===== src/hw/wdt_pkg.sv =====
// Constants shared by the key-locked watchdog timer.
// Assumes a 32-bit register port with byte addresses on an 8-bit bus.
package wdt_pkg;

  // Register byte offsets (set and clear aliases sit at +4 and +8)
  localparam logic [7:0] OFS_CONTROL       = 8'h00;
  localparam logic [7:0] OFS_CONTROL_SET   = 8'h04;
  localparam logic [7:0] OFS_CONTROL_CLR   = 8'h08;
  localparam logic [7:0] OFS_STATUS        = 8'h10;
  localparam logic [7:0] OFS_STATUS_SET    = 8'h14;
  localparam logic [7:0] OFS_STATUS_CLR    = 8'h18;
  localparam logic [7:0] OFS_THRESHOLD     = 8'h20;
  localparam logic [7:0] OFS_KEY           = 8'h30;

  // Control field positions
  localparam int CTL_IRQ_EN_BIT            = 0;
  localparam int CTL_DBG_SEL_BIT           = 1;
  // Status field positions
  localparam int STS_KEY_BIT               = 0;
  localparam int STS_UNLOCK_BIT            = 1;
  localparam int STS_EW_BIT                = 2;
  localparam int STS_RTH_BIT               = 3;
  localparam int STS_UPD_BIT               = 4;
  // Threshold field positions
  localparam int THR_EW_LSB                = 0;
  localparam int THR_RST_LSB               = 16;

  // Values after reset
  localparam logic       RST_IRQ_EN        = 1'b0;
  localparam logic       RST_DBG_SEL       = 1'b1;
  localparam logic [15:0] RST_EW_THRESHOLD = 16'h7fff;
  localparam logic [15:0] RST_RST_THRESHOLD = 16'hffff;
  localparam logic       RST_RUNNING       = 1'b1;

  // Key codes
  localparam logic [7:0] KEY_ATTENTION     = 8'ha5;
  localparam logic [7:0] KEY_WRITE         = 8'hf1;
  localparam logic [7:0] KEY_RESET         = 8'hcc;
  localparam logic [7:0] KEY_DISABLE       = 8'hdd;
  localparam logic [7:0] KEY_START         = 8'hee;
  localparam logic [7:0] KEY_LOCK          = 8'hff;

  // Oscillator cycles a threshold write takes to land
  localparam logic [2:0] UPD_LFO_CYCLES    = 3'h4;

  // Key interface state, one-hot
  typedef enum logic [1:0] {
    KEY_IDLE  = 2'b01,
    KEY_ARMED = 2'b10
  } key_state_t;

endpackage


===== src/hw/watchdog_key_lock_timer.sv =====
// Watchdog timer with a lock-and-key register interface.
// Assumes one 40 MHz clock; the low-frequency oscillator arrives as a
// synchronous level input whose rising edges advance the counter.
// Register reads answer one cycle after the strobe.
//
// The address map and the address-and-strobe port were chosen for this implementation.
`timescale 1ns/1ps

module watchdog_key_lock_timer
  import wdt_pkg::*;
#(
  parameter int CNT_W = 16                  // Counter and threshold width
) (
  input  wire logic              clk,                 // System clock
  input  wire logic              reset,               // Synchronous, active high
  input  wire logic              low_freq_oscillator, // Slow clock level, sampled
  input  wire logic              debug_halt,          // Core halted by debugger
  input  wire logic [7:0]        addr,                // Register byte address
  input  wire logic [31:0]       wr_data,             // Write data
  input  wire logic              wr_en,               // Write strobe
  input  wire logic              rd_en,               // Read strobe
  output logic      [31:0]       rd_data_ff,          // Read data, cycle after strobe
  output logic                   early_warning_irq_ff,// Warning interrupt
  output logic                   reset_request_ff     // System reset request
);

  // Counter and thresholds; the live thresholds only move when a
  // pending update lands, so compares never see a half-written pair
  logic [CNT_W-1:0] count_ff;               // Watchdog counter
  logic [CNT_W-1:0] nxt_count;              // Counter next value
  logic [CNT_W-1:0] early_warning_threshold_ff; // Active warning threshold
  logic [CNT_W-1:0] reset_threshold_ff;     // Active reset threshold
  logic [31:0]      thr_shadow_ff;          // Value waiting to land
  logic [2:0]       upd_cnt_ff;             // Oscillator edges seen while pending
  logic             threshold_update_pending_ff; // Update in flight
  // Control and status
  logic             early_warning_irq_enable_ff; // Warning interrupt enable
  logic             debug_halt_select_ff;   // Debug halt stops the counter
  logic             early_warning_flag_ff;  // Warning flag, set by hardware
  logic             nxt_ew_flag;            // Warning flag next value
  logic             running_ff;             // Cleared by disable
  logic             locked_ff;              // Disables are ignored once set
  logic             write_unlocked_flag_ff; // One write granted
  // Key interface state
  key_state_t       key_state_ff;           // Idle or awaiting a command
  key_state_t       nxt_key_state;          // Key state next value
  logic             lfo_prev_ff;            // Last oscillator sample

  // Address decode; set and clear aliases share the register behind them,
  // and each alias write needs a grant of its own
  wire sel_ctl      = (addr == OFS_CONTROL);
  wire sel_ctl_set  = (addr == OFS_CONTROL_SET);
  wire sel_ctl_clr  = (addr == OFS_CONTROL_CLR);
  wire sel_sts      = (addr == OFS_STATUS);
  wire sel_sts_set  = (addr == OFS_STATUS_SET);
  wire sel_sts_clr  = (addr == OFS_STATUS_CLR);
  wire sel_thr      = (addr == OFS_THRESHOLD);
  wire sel_key      = (addr == OFS_KEY);
  wire sel_ctl_any  = sel_ctl | sel_ctl_set | sel_ctl_clr;
  wire sel_sts_any  = sel_sts | sel_sts_set | sel_sts_clr;
  // A guarded write is any write that lands on a non-key register
  wire guarded_wr   = wr_en & (sel_ctl_any | sel_sts_any | sel_thr);
  wire wr_granted   = guarded_wr & write_unlocked_flag_ff;
  // Key decode, only meaningful while armed
  // A command byte acts only when it follows the attention code
  wire key_wr       = wr_en & sel_key;
  wire [7:0] key    = wr_data[7:0];
  wire armed        = (key_state_ff == KEY_ARMED);
  wire cmd_write    = key_wr & armed & (key == KEY_WRITE);
  wire cmd_reset    = key_wr & armed & (key == KEY_RESET);
  wire cmd_disable  = key_wr & armed & (key == KEY_DISABLE);
  wire cmd_start    = key_wr & armed & (key == KEY_START);
  wire cmd_lock     = key_wr & armed & (key == KEY_LOCK);

  // Oscillator edge and counting condition
  // The oscillator must stay high for at least one clk cycle to be seen;
  // comparing against last sample keeps one edge from counting twice
  wire lfo_rise     = low_freq_oscillator & ~lfo_prev_ff;
  wire halted       = debug_halt & debug_halt_select_ff;
  wire count_step   = lfo_rise & running_ff & ~halted;

  // Threshold comparisons against the live counter
  // The reset flag is a compare, not a latch: it drops as soon as the
  // counter is cleared or the threshold is raised
  wire ew_match     = (count_ff == early_warning_threshold_ff);
  wire reset_threshold_reached = (count_ff >= reset_threshold_ff);

  // Status word as read by software
  // Reserved bits read as zero
  wire [31:0] status_word = {27'h0,
                             threshold_update_pending_ff,
                             reset_threshold_reached,
                             early_warning_flag_ff,
                             write_unlocked_flag_ff,
                             armed};
  // Control word: debug select above the interrupt enable
  wire [31:0] control_word = {30'h0, debug_halt_select_ff,
                              early_warning_irq_enable_ff};
  // Threshold word: reset field on top, warning field below
  wire [31:0] threshold_word = {reset_threshold_ff, early_warning_threshold_ff};

  // Read mux; unmapped and key addresses read zero
  // Reading never changes state, so reads are safe at any time
  wire [31:0] rd_mux = sel_ctl_any ? control_word   :
                       sel_sts_any ? status_word    :
                       sel_thr     ? threshold_word : 32'h0;

  // Key state next value: attention arms, and any key write while armed
  // uses the armed state up, so a stray byte cannot leave it open
  always_comb begin
    nxt_key_state = key_state_ff;
    case (key_state_ff)
      KEY_IDLE: begin
        // Only the attention code opens a sequence; other bytes are ignored
        if (key_wr && key == KEY_ATTENTION) begin
          nxt_key_state = KEY_ARMED;
        end
      end
      KEY_ARMED: begin
        // Valid or not, the armed state is used up by one key write
        if (key_wr) begin
          nxt_key_state = KEY_IDLE;
        end
      end
      default: begin
        // Illegal code: fall back to awaiting attention
        nxt_key_state = KEY_IDLE;
      end
    endcase
  end

  // Counter next value
  // A reset command wins over a count step in the same cycle
  always_comb begin
    nxt_count = count_ff;
    if (cmd_reset) begin
      nxt_count = '0;
    end else if (count_step) begin
      nxt_count = count_ff + 1'b1;
    end
  end

  // Warning flag: hardware set wins over a software clear in the same cycle
  // Software may also set the flag to raise the interrupt by hand
  always_comb begin
    nxt_ew_flag = early_warning_flag_ff;
    if (wr_granted && sel_sts) begin
      nxt_ew_flag = wr_data[STS_EW_BIT];
    end else if (wr_granted && sel_sts_set && wr_data[STS_EW_BIT]) begin
      nxt_ew_flag = 1'b1;
    end else if (wr_granted && sel_sts_clr && wr_data[STS_EW_BIT]) begin
      nxt_ew_flag = 1'b0;
    end
    if (ew_match) begin
      nxt_ew_flag = 1'b1;
    end
  end

  // Key state register
  // System reset returns it to awaiting the attention code
  always_ff @(posedge clk) begin
    if (reset) begin
      key_state_ff <= KEY_IDLE;
    end else begin
      key_state_ff <= nxt_key_state;
    end
  end

  // Single-write grant: set by the write command, spent by one write
  // A threshold write dropped while an update is pending still spends it
  always_ff @(posedge clk) begin
    if (reset) begin
      write_unlocked_flag_ff <= 1'b0;
    end else if (cmd_write) begin
      write_unlocked_flag_ff <= 1'b1;
    end else if (wr_granted) begin
      write_unlocked_flag_ff <= 1'b0;
    end
  end

  // Run and lock state
  // Lock only blocks disable; start still works, and only a system
  // reset clears the lock
  always_ff @(posedge clk) begin
    if (reset) begin
      running_ff <= RST_RUNNING;
      locked_ff  <= 1'b0;
    end else begin
      if (cmd_lock) begin
        locked_ff <= 1'b1;
      end
      if (cmd_disable && !locked_ff) begin
        running_ff <= 1'b0;
      end else if (cmd_start) begin
        running_ff <= 1'b1;
      end
    end
  end

  // Counter and oscillator sample
  // The counter wraps at the top of its range
  always_ff @(posedge clk) begin
    if (reset) begin
      count_ff    <= '0;
      lfo_prev_ff <= 1'b0;
    end else begin
      count_ff    <= nxt_count;
      lfo_prev_ff <= low_freq_oscillator;
    end
  end

  // Control register; writes only through a granted access
  // Plain, set and clear forms; each one spends the grant
  always_ff @(posedge clk) begin
    if (reset) begin
      early_warning_irq_enable_ff <= RST_IRQ_EN;
      debug_halt_select_ff        <= RST_DBG_SEL;
    end else if (wr_granted && sel_ctl) begin
      early_warning_irq_enable_ff <= wr_data[CTL_IRQ_EN_BIT];
      debug_halt_select_ff        <= wr_data[CTL_DBG_SEL_BIT];
    end else if (wr_granted && sel_ctl_set) begin
      early_warning_irq_enable_ff <= early_warning_irq_enable_ff | wr_data[CTL_IRQ_EN_BIT];
      debug_halt_select_ff        <= debug_halt_select_ff | wr_data[CTL_DBG_SEL_BIT];
    end else if (wr_granted && sel_ctl_clr) begin
      early_warning_irq_enable_ff <= early_warning_irq_enable_ff & ~wr_data[CTL_IRQ_EN_BIT];
      debug_halt_select_ff        <= debug_halt_select_ff & ~wr_data[CTL_DBG_SEL_BIT];
    end
  end

  // Warning flag register
  always_ff @(posedge clk) begin
    if (reset) begin
      early_warning_flag_ff <= 1'b0;
    end else begin
      early_warning_flag_ff <= nxt_ew_flag;
    end
  end

  // Threshold update: captured now, lands after oscillator edges.
  // Both fields land together, so a pair written in one access is atomic.
  // A write during a pending update is dropped so the landing value
  // stays the one software saw accepted.
  always_ff @(posedge clk) begin
    if (reset) begin
      thr_shadow_ff               <= {RST_RST_THRESHOLD, RST_EW_THRESHOLD};
      upd_cnt_ff                  <= 3'h0;
      threshold_update_pending_ff <= 1'b0;
      early_warning_threshold_ff  <= RST_EW_THRESHOLD;
      reset_threshold_ff          <= RST_RST_THRESHOLD;
    end else if (wr_granted && sel_thr && !threshold_update_pending_ff) begin
      thr_shadow_ff               <= wr_data;
      upd_cnt_ff                  <= 3'h0;
      threshold_update_pending_ff <= 1'b1;
    end else if (threshold_update_pending_ff && lfo_rise) begin
      if (upd_cnt_ff == UPD_LFO_CYCLES - 3'h1) begin
        early_warning_threshold_ff  <= thr_shadow_ff[THR_EW_LSB +: CNT_W];
        reset_threshold_ff          <= thr_shadow_ff[THR_RST_LSB +: CNT_W];
        threshold_update_pending_ff <= 1'b0;
        upd_cnt_ff                  <= 3'h0;
      end else begin
        upd_cnt_ff <= upd_cnt_ff + 3'h1;
      end
    end
  end

  // Outputs, all registered
  // Both use next values so they line up with the flag and counter
  // registers instead of trailing them by a cycle
  always_ff @(posedge clk) begin
    if (reset) begin
      rd_data_ff           <= 32'h0;
      early_warning_irq_ff <= 1'b0;
      reset_request_ff     <= 1'b0;
    end else begin
      rd_data_ff           <= rd_en ? rd_mux : 32'h0;
      early_warning_irq_ff <= nxt_ew_flag & early_warning_irq_enable_ff;
      reset_request_ff     <= (nxt_count >= reset_threshold_ff);
    end
  end

endmodule // watchdog_key_lock_timer


===== config.mk =====
export PLATFORM = sky130hd
export DESIGN_NAME = watchdog_key_lock_timer
export DESIGN_NICKNAME = d
export VERILOG_FILES = /design/src/hw/wdt_pkg.sv /design/src/hw/watchdog_key_lock_timer.sv
export SDC_FILE = /design/constraint.sdc
export NUM_CORES = 1
export LEC_CHECK = 0
export ABC_AREA = 1
export BUFFER_PORTS_ARGS = -buffer_cell sky130_fd_sc_hd__buf_2
export CAP_MARGIN = 20
export CORE_AREA = 2 2 102 104
export DETAILED_ROUTE_END_ITERATION = 10
export DIE_AREA = 0 0 104 106
export PLACE_DENSITY_LB_ADDON = 0.3
export SYNTH_ARGS = -nofsm -noshare
export SYNTH_HDL_FRONTEND = slang
export SYNTH_SLANG_ARGS = --single-unit

===== constraint.sdc =====
create_clock -name clk -period 5.8 [get_ports clk]
set_clock_uncertainty 0.2 [all_clocks]
set_input_delay 0.29 -clock clk [delete_from_list [all_inputs] [get_ports clk]]
set_output_delay 0.29 -clock clk [all_outputs]
set_load 0.005 [all_outputs]

==> results of run 1 <==
[timing repair]
item	4_1_cts	5_1_grt
hold buffers	35	0
hold endpoints to repair	41	0
setup endpoints to repair	0	0
[per-stage QoR]
stage	utilization (%)	instance area [µm²]	worst slack, ps	hold WS (ps)
after floorplan	-	6070	3400	195
after global placement	64.9	6490	2930	246
after detailed placement	64.9	6490	2880	254
after CTS	74.5	7450	2950	38.1
after global routing	74.5	7450	2640	62.1
final	74.5	7450	2860	51.3
[flip-flops by register name, indices dropped and copies added, names as in the netlist, named ones only]
signal	cells
rd_data_ff	32
thr_shadow_ff	32
count_ff	16
early_warning_threshold_ff	16
reset_threshold_ff	16
upd_cnt_ff	3
key_state_ff	2
early_warning_flag_ff	1
early_warning_irq_ff	1
lfo_prev_ff	1
locked_ff	1
reset_request_ff	1
running_ff	1
threshold_update_pending_ff	1
write_unlocked_flag_ff	1
[worst max-delay path by stage]
| stage | from | end | depth (start not counted) |
|---|---|---|---|
| final | wr_data[3] | reset_request_ff | 18 |
| after floorplan | addr[1] | reset_request_ff | 18 |
| after detailed placement | addr[1] | reset_request_ff | 18 |
| after global placement | addr[1] | reset_request_ff | 18 |
| after global routing | wr_data[3] | reset_request_ff | 18 |
| after CTS | wr_en | reset_request_ff | 18 |
[worst register-to-register path: cells and delay by family (launching register included)]
family	cells	cell delay, ps
and+or+nand+nor	12	1820
DFF	1	360
adders and majority gates	1	270
AOI/OAI and AO/OA	1	170
buffers and inverters	1	60
[layout make-up]
cell class              instances  area [µm²]  share of cell area [%]
clock inverters                14         201                    2.70
flip-flops and latches        127        2540                    34.1
inverters                      97         372                    4.99
clock buffers                  17         414                    5.56
repair buffers                118         776                    10.4
well taps                     136         170                    2.28
multi-input cells             515        2980                    40.0
[per-layer routing]
| layer | up-vias | track usage [%] | routed length (µm) |
|---|---|---|---|
| met2 | 199 | 48.8 | 7300 |
| li1 | 2719 | - | - |
| met1 | 2552 | 38.9 | 7150 |
| met4 | 0 | 8.88 | 267 |
| met5 | - | 0 | 0 |
| met3 | 35 | 7.54 | 1100 |
[power by group]
part	internal (mW)	switching, mW	total, mW
registers	0.874	0.00131	0.875
clock network	0.704	0.415	1.12
logic	0.0383	0.0494	0.0877
total	1.62	0.466	2.08
[cell families after synthesis]
kind of cell,count (synthesis)
AO/OA/AOI/OAI,121
flip-flops,127
XOR/XNOR,19
buffers and inverters,124
adder cells (fa/ha/maj),34
AND/OR/NAND/NOR,341
[layout by cell type (no fill, tap or decap), types with 16 or more instances in the layout]
| cell type | n |
|---|---|
| nand2_1 | 130 |
| dfxtp_1 | 127 |
| inv_1 | 90 |
| buf_2 | 79 |
| nor2_1 | 77 |
| a21oi_1 | 56 |
| o21ai_0 | 40 |
| dlygate4sd3_1 | 35 |
| ha_1 | 34 |
| nand3_1 | 33 |
| nand2_2 | 26 |
| nor3_1 | 23 |
| nand3_2 | 20 |
| clkbuf_16 | 16 |
==> flow_metrics.env, run 1 <==
export IMPL_p_per_area_mw_per_mm2=279
export IMPL_syn_instance_count=766
export IMPL_r2r_slack_ps=2880
export IMPL_synth_nets=846
export IMPL_crit_family="simple AND/OR/NAND/NOR gates"
export IMPL_peakVddDrop_v=0.000175
export IMPL_synth_ff_type="dfxtp_1"
export IMPL_final_setup_viol_count=0
export IMPL_path_class="input pin to register"
export IMPL_fin_cells=1024
export IMPL_synth_edff_count=0
export IMPL_fmax_mhz=340
export IMPL_htreeDepth=4
export IMPL_synth_simple_area_share_pct=28.1
export IMPL_synth_adder_area_share_pct=7.01
export IMPL_cts_root_buf="clkbuf_8"
export IMPL_layout_min_cycle_time_ps=2940
export IMPL_synth_async_sr_flop_share_pct=0
export IMPL_drtIter0Drc=382
export IMPL_drtAntennaViolNets=0
export IMPL_critical_path_max_stage_delay_ps=540
export IMPL_placementRows=37
export IMPL_io_buffers=79
export IMPL_synth_top_cell_area_share_pct=41.9
export IMPL_via_per_inst=5.38
export IMPL_area_delta_synth_final_pct=22.8
export IMPL_startpoint_type="input pin"
export IMPL_arrival_ps=3160
export IMPL_cp_required_ps=6020
export IMPL_drv_slew=0
export IMPL_yosys_area_share_xor_xnor_pct=2.74
export IMPL_crit_slowest_cell="dlygate4sd3_1"
export IMPL_reg2reg_to="reset_request_ff"
export IMPL_grt_usage_pct=29.8
export IMPL_yosys_warnings=0
export IMPL_report_power_total_mw=2.08
export IMPL_hold_viol=0
export IMPL_worst_pin_slew_ps=598
export IMPL_clk_latency_ps=530
export IMPL_numCtsBuffers=17
export IMPL_grt_first_pass_wirelength_um=25900
export IMPL_r2r_cells=15
export IMPL_start_util_pct=60.7
export IMPL_rsz0062_at_grt="no"
export IMPL_drive_above_1_share_pct=21.3
export IMPL_boundaryPins=80
export IMPL_cts_resized=0
export IMPL_synth_top_family_by_area="simple AND/OR/NAND/NOR gates"
export IMPL_dr_pass1_iters=6
export IMPL_synthMuxAreaShare_pct=0
export IMPL_setup_tns_ps=0
export IMPL_post_cts_buffers=0
export IMPL_relSlewSlack_pct=60.1
export IMPL_p_leak_nw=3.87
export IMPL_synth_most_common_cell="nand2_1"
export IMPL_num_vias=5505
export IMPL_die_h_um=106
export IMPL_critPathBufInv=4
export IMPL_min_path_cells=6
export IMPL_crit_path_frequent_cell="nand2_1"
export IMPL_syn_avg_cell_area_um2=7.92
export IMPL_wl_per_cell_um=15.5
export IMPL_die_area_mm2=0.0110
export IMPL_ys_seq_area_share_pct=41.9
export IMPL_dpl_hpwl_um=10900
export IMPL_netlist_top_cells_count="nand2_1 (130), dfxtp_1 (127), inv_1 (90), nor2_1 (77), a21oi_1 (56)"
export IMPL_syn_cell_area_mm2=0.00607
export IMPL_clk_path_buf_depth=2
export IMPL_hp_start="addr[0]"
export IMPL_core_area_mm2=0.0100
export IMPL_synth_distinct_cells=44
export IMPL_ys_seq_elements=127
export IMPL_grt_max_degree=63
export IMPL_chipWidth_um=104
export IMPL_outcome="finished, final reports clean"
export IMPL_cts_sinks=127
export IMPL_n_antenna_cell=0
export IMPL_yosysTopAreaCell="dfxtp_1"
export IMPL_post_route_drc_count=0
export IMPL_critPathMaxFanout=13
export IMPL_numPlacedInstances=958
export IMPL_place_congestion=0.937
export IMPL_routed_wl_um=15800
export IMPL_fin_nets=956
export IMPL_drv_cap=0
export IMPL_overflow=0
export IMPL_path_clk_slew_ps=60
export IMPL_synth_compound_area_share_pct=11.2
export IMPL_worstPathCellList="dlygate4sd3_1 -> buf_2 -> nand2_1 -> nor2_1 -> nand2_1 -> nor4_1 -> nand2_1 -> inv_1 -> nor2_1 -> ha_1 -> a21oi_1 -> o21ai_0 -> nand2_1 -> o211ai_1 -> nand2_1 -> nand3_1 -> nand2_1 -> inv_1"
export IMPL_hp_class="input pin to register"
export IMPL_period_share_pct=50.7
export IMPL_end_kind="register"
export IMPL_cts_tree="done"
export IMPL_antenna_found_initial=0
export IMPL_grt_pass1_vias=5318
export IMPL_fillerInstances=780
export IMPL_synth_area_leaders="dfxtp_1 (42%), nand2_1 (8.0%), ha_1 (7.0%)"
No activity file was read; power rests on OpenSTA's default activity.
==> inputs of run 2 (changes only) <==
--- a/config.mk
+++ b/config.mk
@@ -5,7 +5,7 @@
 export SDC_FILE = /design/constraint.sdc
 export NUM_CORES = 1
 export LEC_CHECK = 0
-export ABC_AREA = 1
+export ABC_AREA = 0
 export BUFFER_PORTS_ARGS = -buffer_cell sky130_fd_sc_hd__buf_2
 export CAP_MARGIN = 20
 export CORE_AREA = 2 2 102 104
==> constraint.sdc (replaced) <==
create_clock -name clk -period 3.1 [get_ports clk]
set_clock_uncertainty 0.2 [all_clocks]
set_input_delay 0.155 -clock clk [delete_from_list [all_inputs] [get_ports clk]]
set_output_delay 0.155 -clock clk [all_outputs]
set_load 0.005 [all_outputs]
==> run 2 against run 1 <==
Net effect:
- wire length is 13% lower
- via count is 15% lower
- utilization down 2.6 points
- sequential cell count unchanged
- setup slack worse by 2700 ps
- sequential power up 87%
- worst hold slack worse by 6.3 ps
==> flow_metrics.env, run 2 <==
export IMPL_syn_instance_count=585
export IMPL_final_cell_mix="dfxtp_1 (127), nand2_1 (80), buf_2 (79), mux2i_1 (51), nor2_1 (48)"
export IMPL_synth_most_common_cell="dfxtp_1"
export IMPL_synth_simple_area_share_pct=20.2
export IMPL_layout_min_cycle_time_ps=2920
export IMPL_drive_above_1_share_pct=18.8
export IMPL_path_clk_slew_ps=60
export IMPL_grt_pass1_vias=4749
export IMPL_fillerInstances=762
export IMPL_synth_compound_area_share_pct=8.30
export IMPL_numCtsBuffers=17
export IMPL_synth_adder_area_share_pct=7.65
export IMPL_syn_avg_cell_area_um2=9.50
export IMPL_multi_input_area_mm2=0.00284
export IMPL_clk_latency_ps=520
export IMPL_peakVddDrop_v=0.000515
export IMPL_rsz0062_at_grt="no"
export IMPL_yosys_area_share_xor_xnor_pct=5.04
export IMPL_yosysTopAreaCell="dfxtp_1"
export IMPL_top_regs="rd_data_ff (32), thr_shadow_ff (32)"
export IMPL_setup_tns_ps=0
export IMPL_drv_slew=0
export IMPL_synth_ff_type="dfxtp_1"
export IMPL_wl_per_cell_um=15.9
export IMPL_path_class="register to register"
export IMPL_end_kind="register"
export IMPL_p_clk_share_pct=52.6
export IMPL_outcome="finished, final reports clean"
export IMPL_syn_cell_area_mm2=0.00556
export IMPL_power_frac_seq_pct=43.6
export IMPL_n_antenna_cell=0
export IMPL_dr_pass1_iters=5
export IMPL_drv_cap=0
export IMPL_synth_top_cell_area_share_pct=45.7
export IMPL_fin_nets=796
export IMPL_switching_power_uw=809
export IMPL_drtIter0Drc=214
export IMPL_area_delta_synth_final_pct=29.3
export IMPL_ys_seq_elements=127
export IMPL_synth_area_leaders="dfxtp_1 (46%), mux2i_1 (9.2%), ha_1 (7.7%)"
export IMPL_hp_class="input pin to register"
export IMPL_cts_sinks=127
export IMPL_synth_edff_count=0
export IMPL_antenna_found_initial=0
export IMPL_p_per_area_mw_per_mm2=523
export IMPL_cts_root_buf="clkbuf_8"
export IMPL_p_leak_nw=3.24
export IMPL_grt_usage_pct=25.7
export IMPL_design_area_mm2=0.00719
export IMPL_grt_first_pass_wirelength_um=22700
export IMPL_period_share_pct=94.2
export IMPL_startpoint_type="register"
export IMPL_regArea_mm2=0.00254
export IMPL_hold_viol=0
export IMPL_final_common_cell="dfxtp_1"
export IMPL_synth_top_family_by_area="simple AND/OR/NAND/NOR gates"
export IMPL_boundaryPins=80
export IMPL_core_area_mm2=0.0100
export IMPL_die_h_um=106
export IMPL_clk_path_buf_depth=2
export IMPL_synth_async_sr_flop_share_pct=0
export IMPL_synth_nets=665
export IMPL_hold_ws_ps=45.0
export IMPL_post_place_ws_ps=120
export IMPL_post_route_drc_count=0
export IMPL_cts_tree="done"
export IMPL_overflow=0
export IMPL_placed_cell_area_mm2=0.00615
export IMPL_dpl_hpwl_um=9260
export IMPL_yosys_warnings=0
export IMPL_routed_wl_um=13700
export IMPL_p_sw_share_pct=21.5
export IMPL_die_area_mm2=0.0110
export IMPL_synthMuxAreaShare_pct=9.59
export IMPL_io_buffers=79
export IMPL_place_congestion=0.931
export IMPL_arrival_ps=3110
export IMPL_p_comb_share_pct=3.9
export IMPL_relSlewSlack_pct=43.7
export IMPL_grt_max_degree=66
export IMPL_via_per_inst=5.44
export IMPL_timing_final_ws_setup_ps=180
export IMPL_worst_pin_slew_ps=844
export IMPL_drtAntennaViolNets=0
export IMPL_num_vias=4697
export IMPL_cp_required_ps=3290
export IMPL_start_util_pct=55.6
export IMPL_htreeDepth=4
export IMPL_netlist_top_cells_count="dfxtp_1 (127), nand2_1 (80), mux2i_1 (51), nor2_1 (49), and3_1 (35)"
export IMPL_fmax_mhz=342
export IMPL_placementRows=37
export IMPL_critPathMaxFanout=17
export IMPL_ys_seq_area_share_pct=45.7
export IMPL_p_int_mw=2.95
export IMPL_chipWidth_um=104
export IMPL_final_util_pct=71.9
export IMPL_synth_distinct_cells=51
export IMPL_final_setup_viol_count=0
-- run 2: cells by family after synthesis --
logic type	count (synthesis)
buf+inv	47
xor+xnor	32
fa+ha+maj	34
mux	53
simple gates	226
flops	127
compound gates	66
-- run 2: path summary, 6_finish.rpt --
kind                            slack [ps]              startpoint  depth (start not counted)               end
worst min-delay path                    50                 addr[5]                          4   key_state_ff[0]
worst min register to register         270  reset_threshold_ff[13]                          1    rd_data_ff[29]
worst max-delay path                   180         key_state_ff[1]                         11  reset_request_ff
worst max register to register         180         key_state_ff[1]                         11  reset_request_ff
-- run 2: what timing repair did --
action	4_1_cts	5_1_grt
hold buffers	44	0
endpoints found under the setup margin	0	1
hold endpoints to repair	50	0
buffers inserted	0	0
resized for setup	0	2
-- run 2: routing by layer --
| metal | vias up | part of all wire (%) | track usage (%) |
|---|---|---|---|
| li1 | 2311 | - | - |
| met1 | 2217 | 45 | 31.9 |
| met2 | 143 | 48 | 43.0 |
| met3 | 26 | 5.3 | 6.19 |
| met4 | 0 | 2.4 | 10.6 |
| met5 | - | 0 | 0 |
-- run 2: worst max-delay path, stage by stage, from the launching register on --
cell and delay [ps]:
dfxtp_1 330, nor2b_2 210, or4b_4 520, nor4_4 210
buf_12 190, nand2b_1 110, ha_1 230, o21ai_0 190
a21oi_1 90, o21a_1 180, o31ai_1 200, a311oi_1 110
-- run 2: area by class of cell --
type | count | area share [%]
clock inverters | 12 | 2.25
repair buffers | 139 | 13.5
well taps | 136 | 2.37
multi-input cells | 411 | 39.5
clock buffers | 19 | 6.00
inverters | 20 | 1.04
flip-flops and latches | 127 | 35.4
-- run 2: power groups by stage --
stage,registers (mW),clock network [mW],logic [mW]
2_1_floorplan,1.67,0,0.0488
3_3_place_gp,1.67,0,0.100
3_5_place_dp,1.67,0,0.103
4_1_cts,1.64,2.00,0.143
5_1_grt,1.64,2.08,0.158
6_report,1.64,1.98,0.146
-- run 2: through the flow --
stage                     power (mW)  std cells
after floorplan                 1.72        585
after global placement          1.77        789
after detailed placement        1.78        789
after CTS                       3.78        864
after global routing            3.87        864
final                           3.76        864
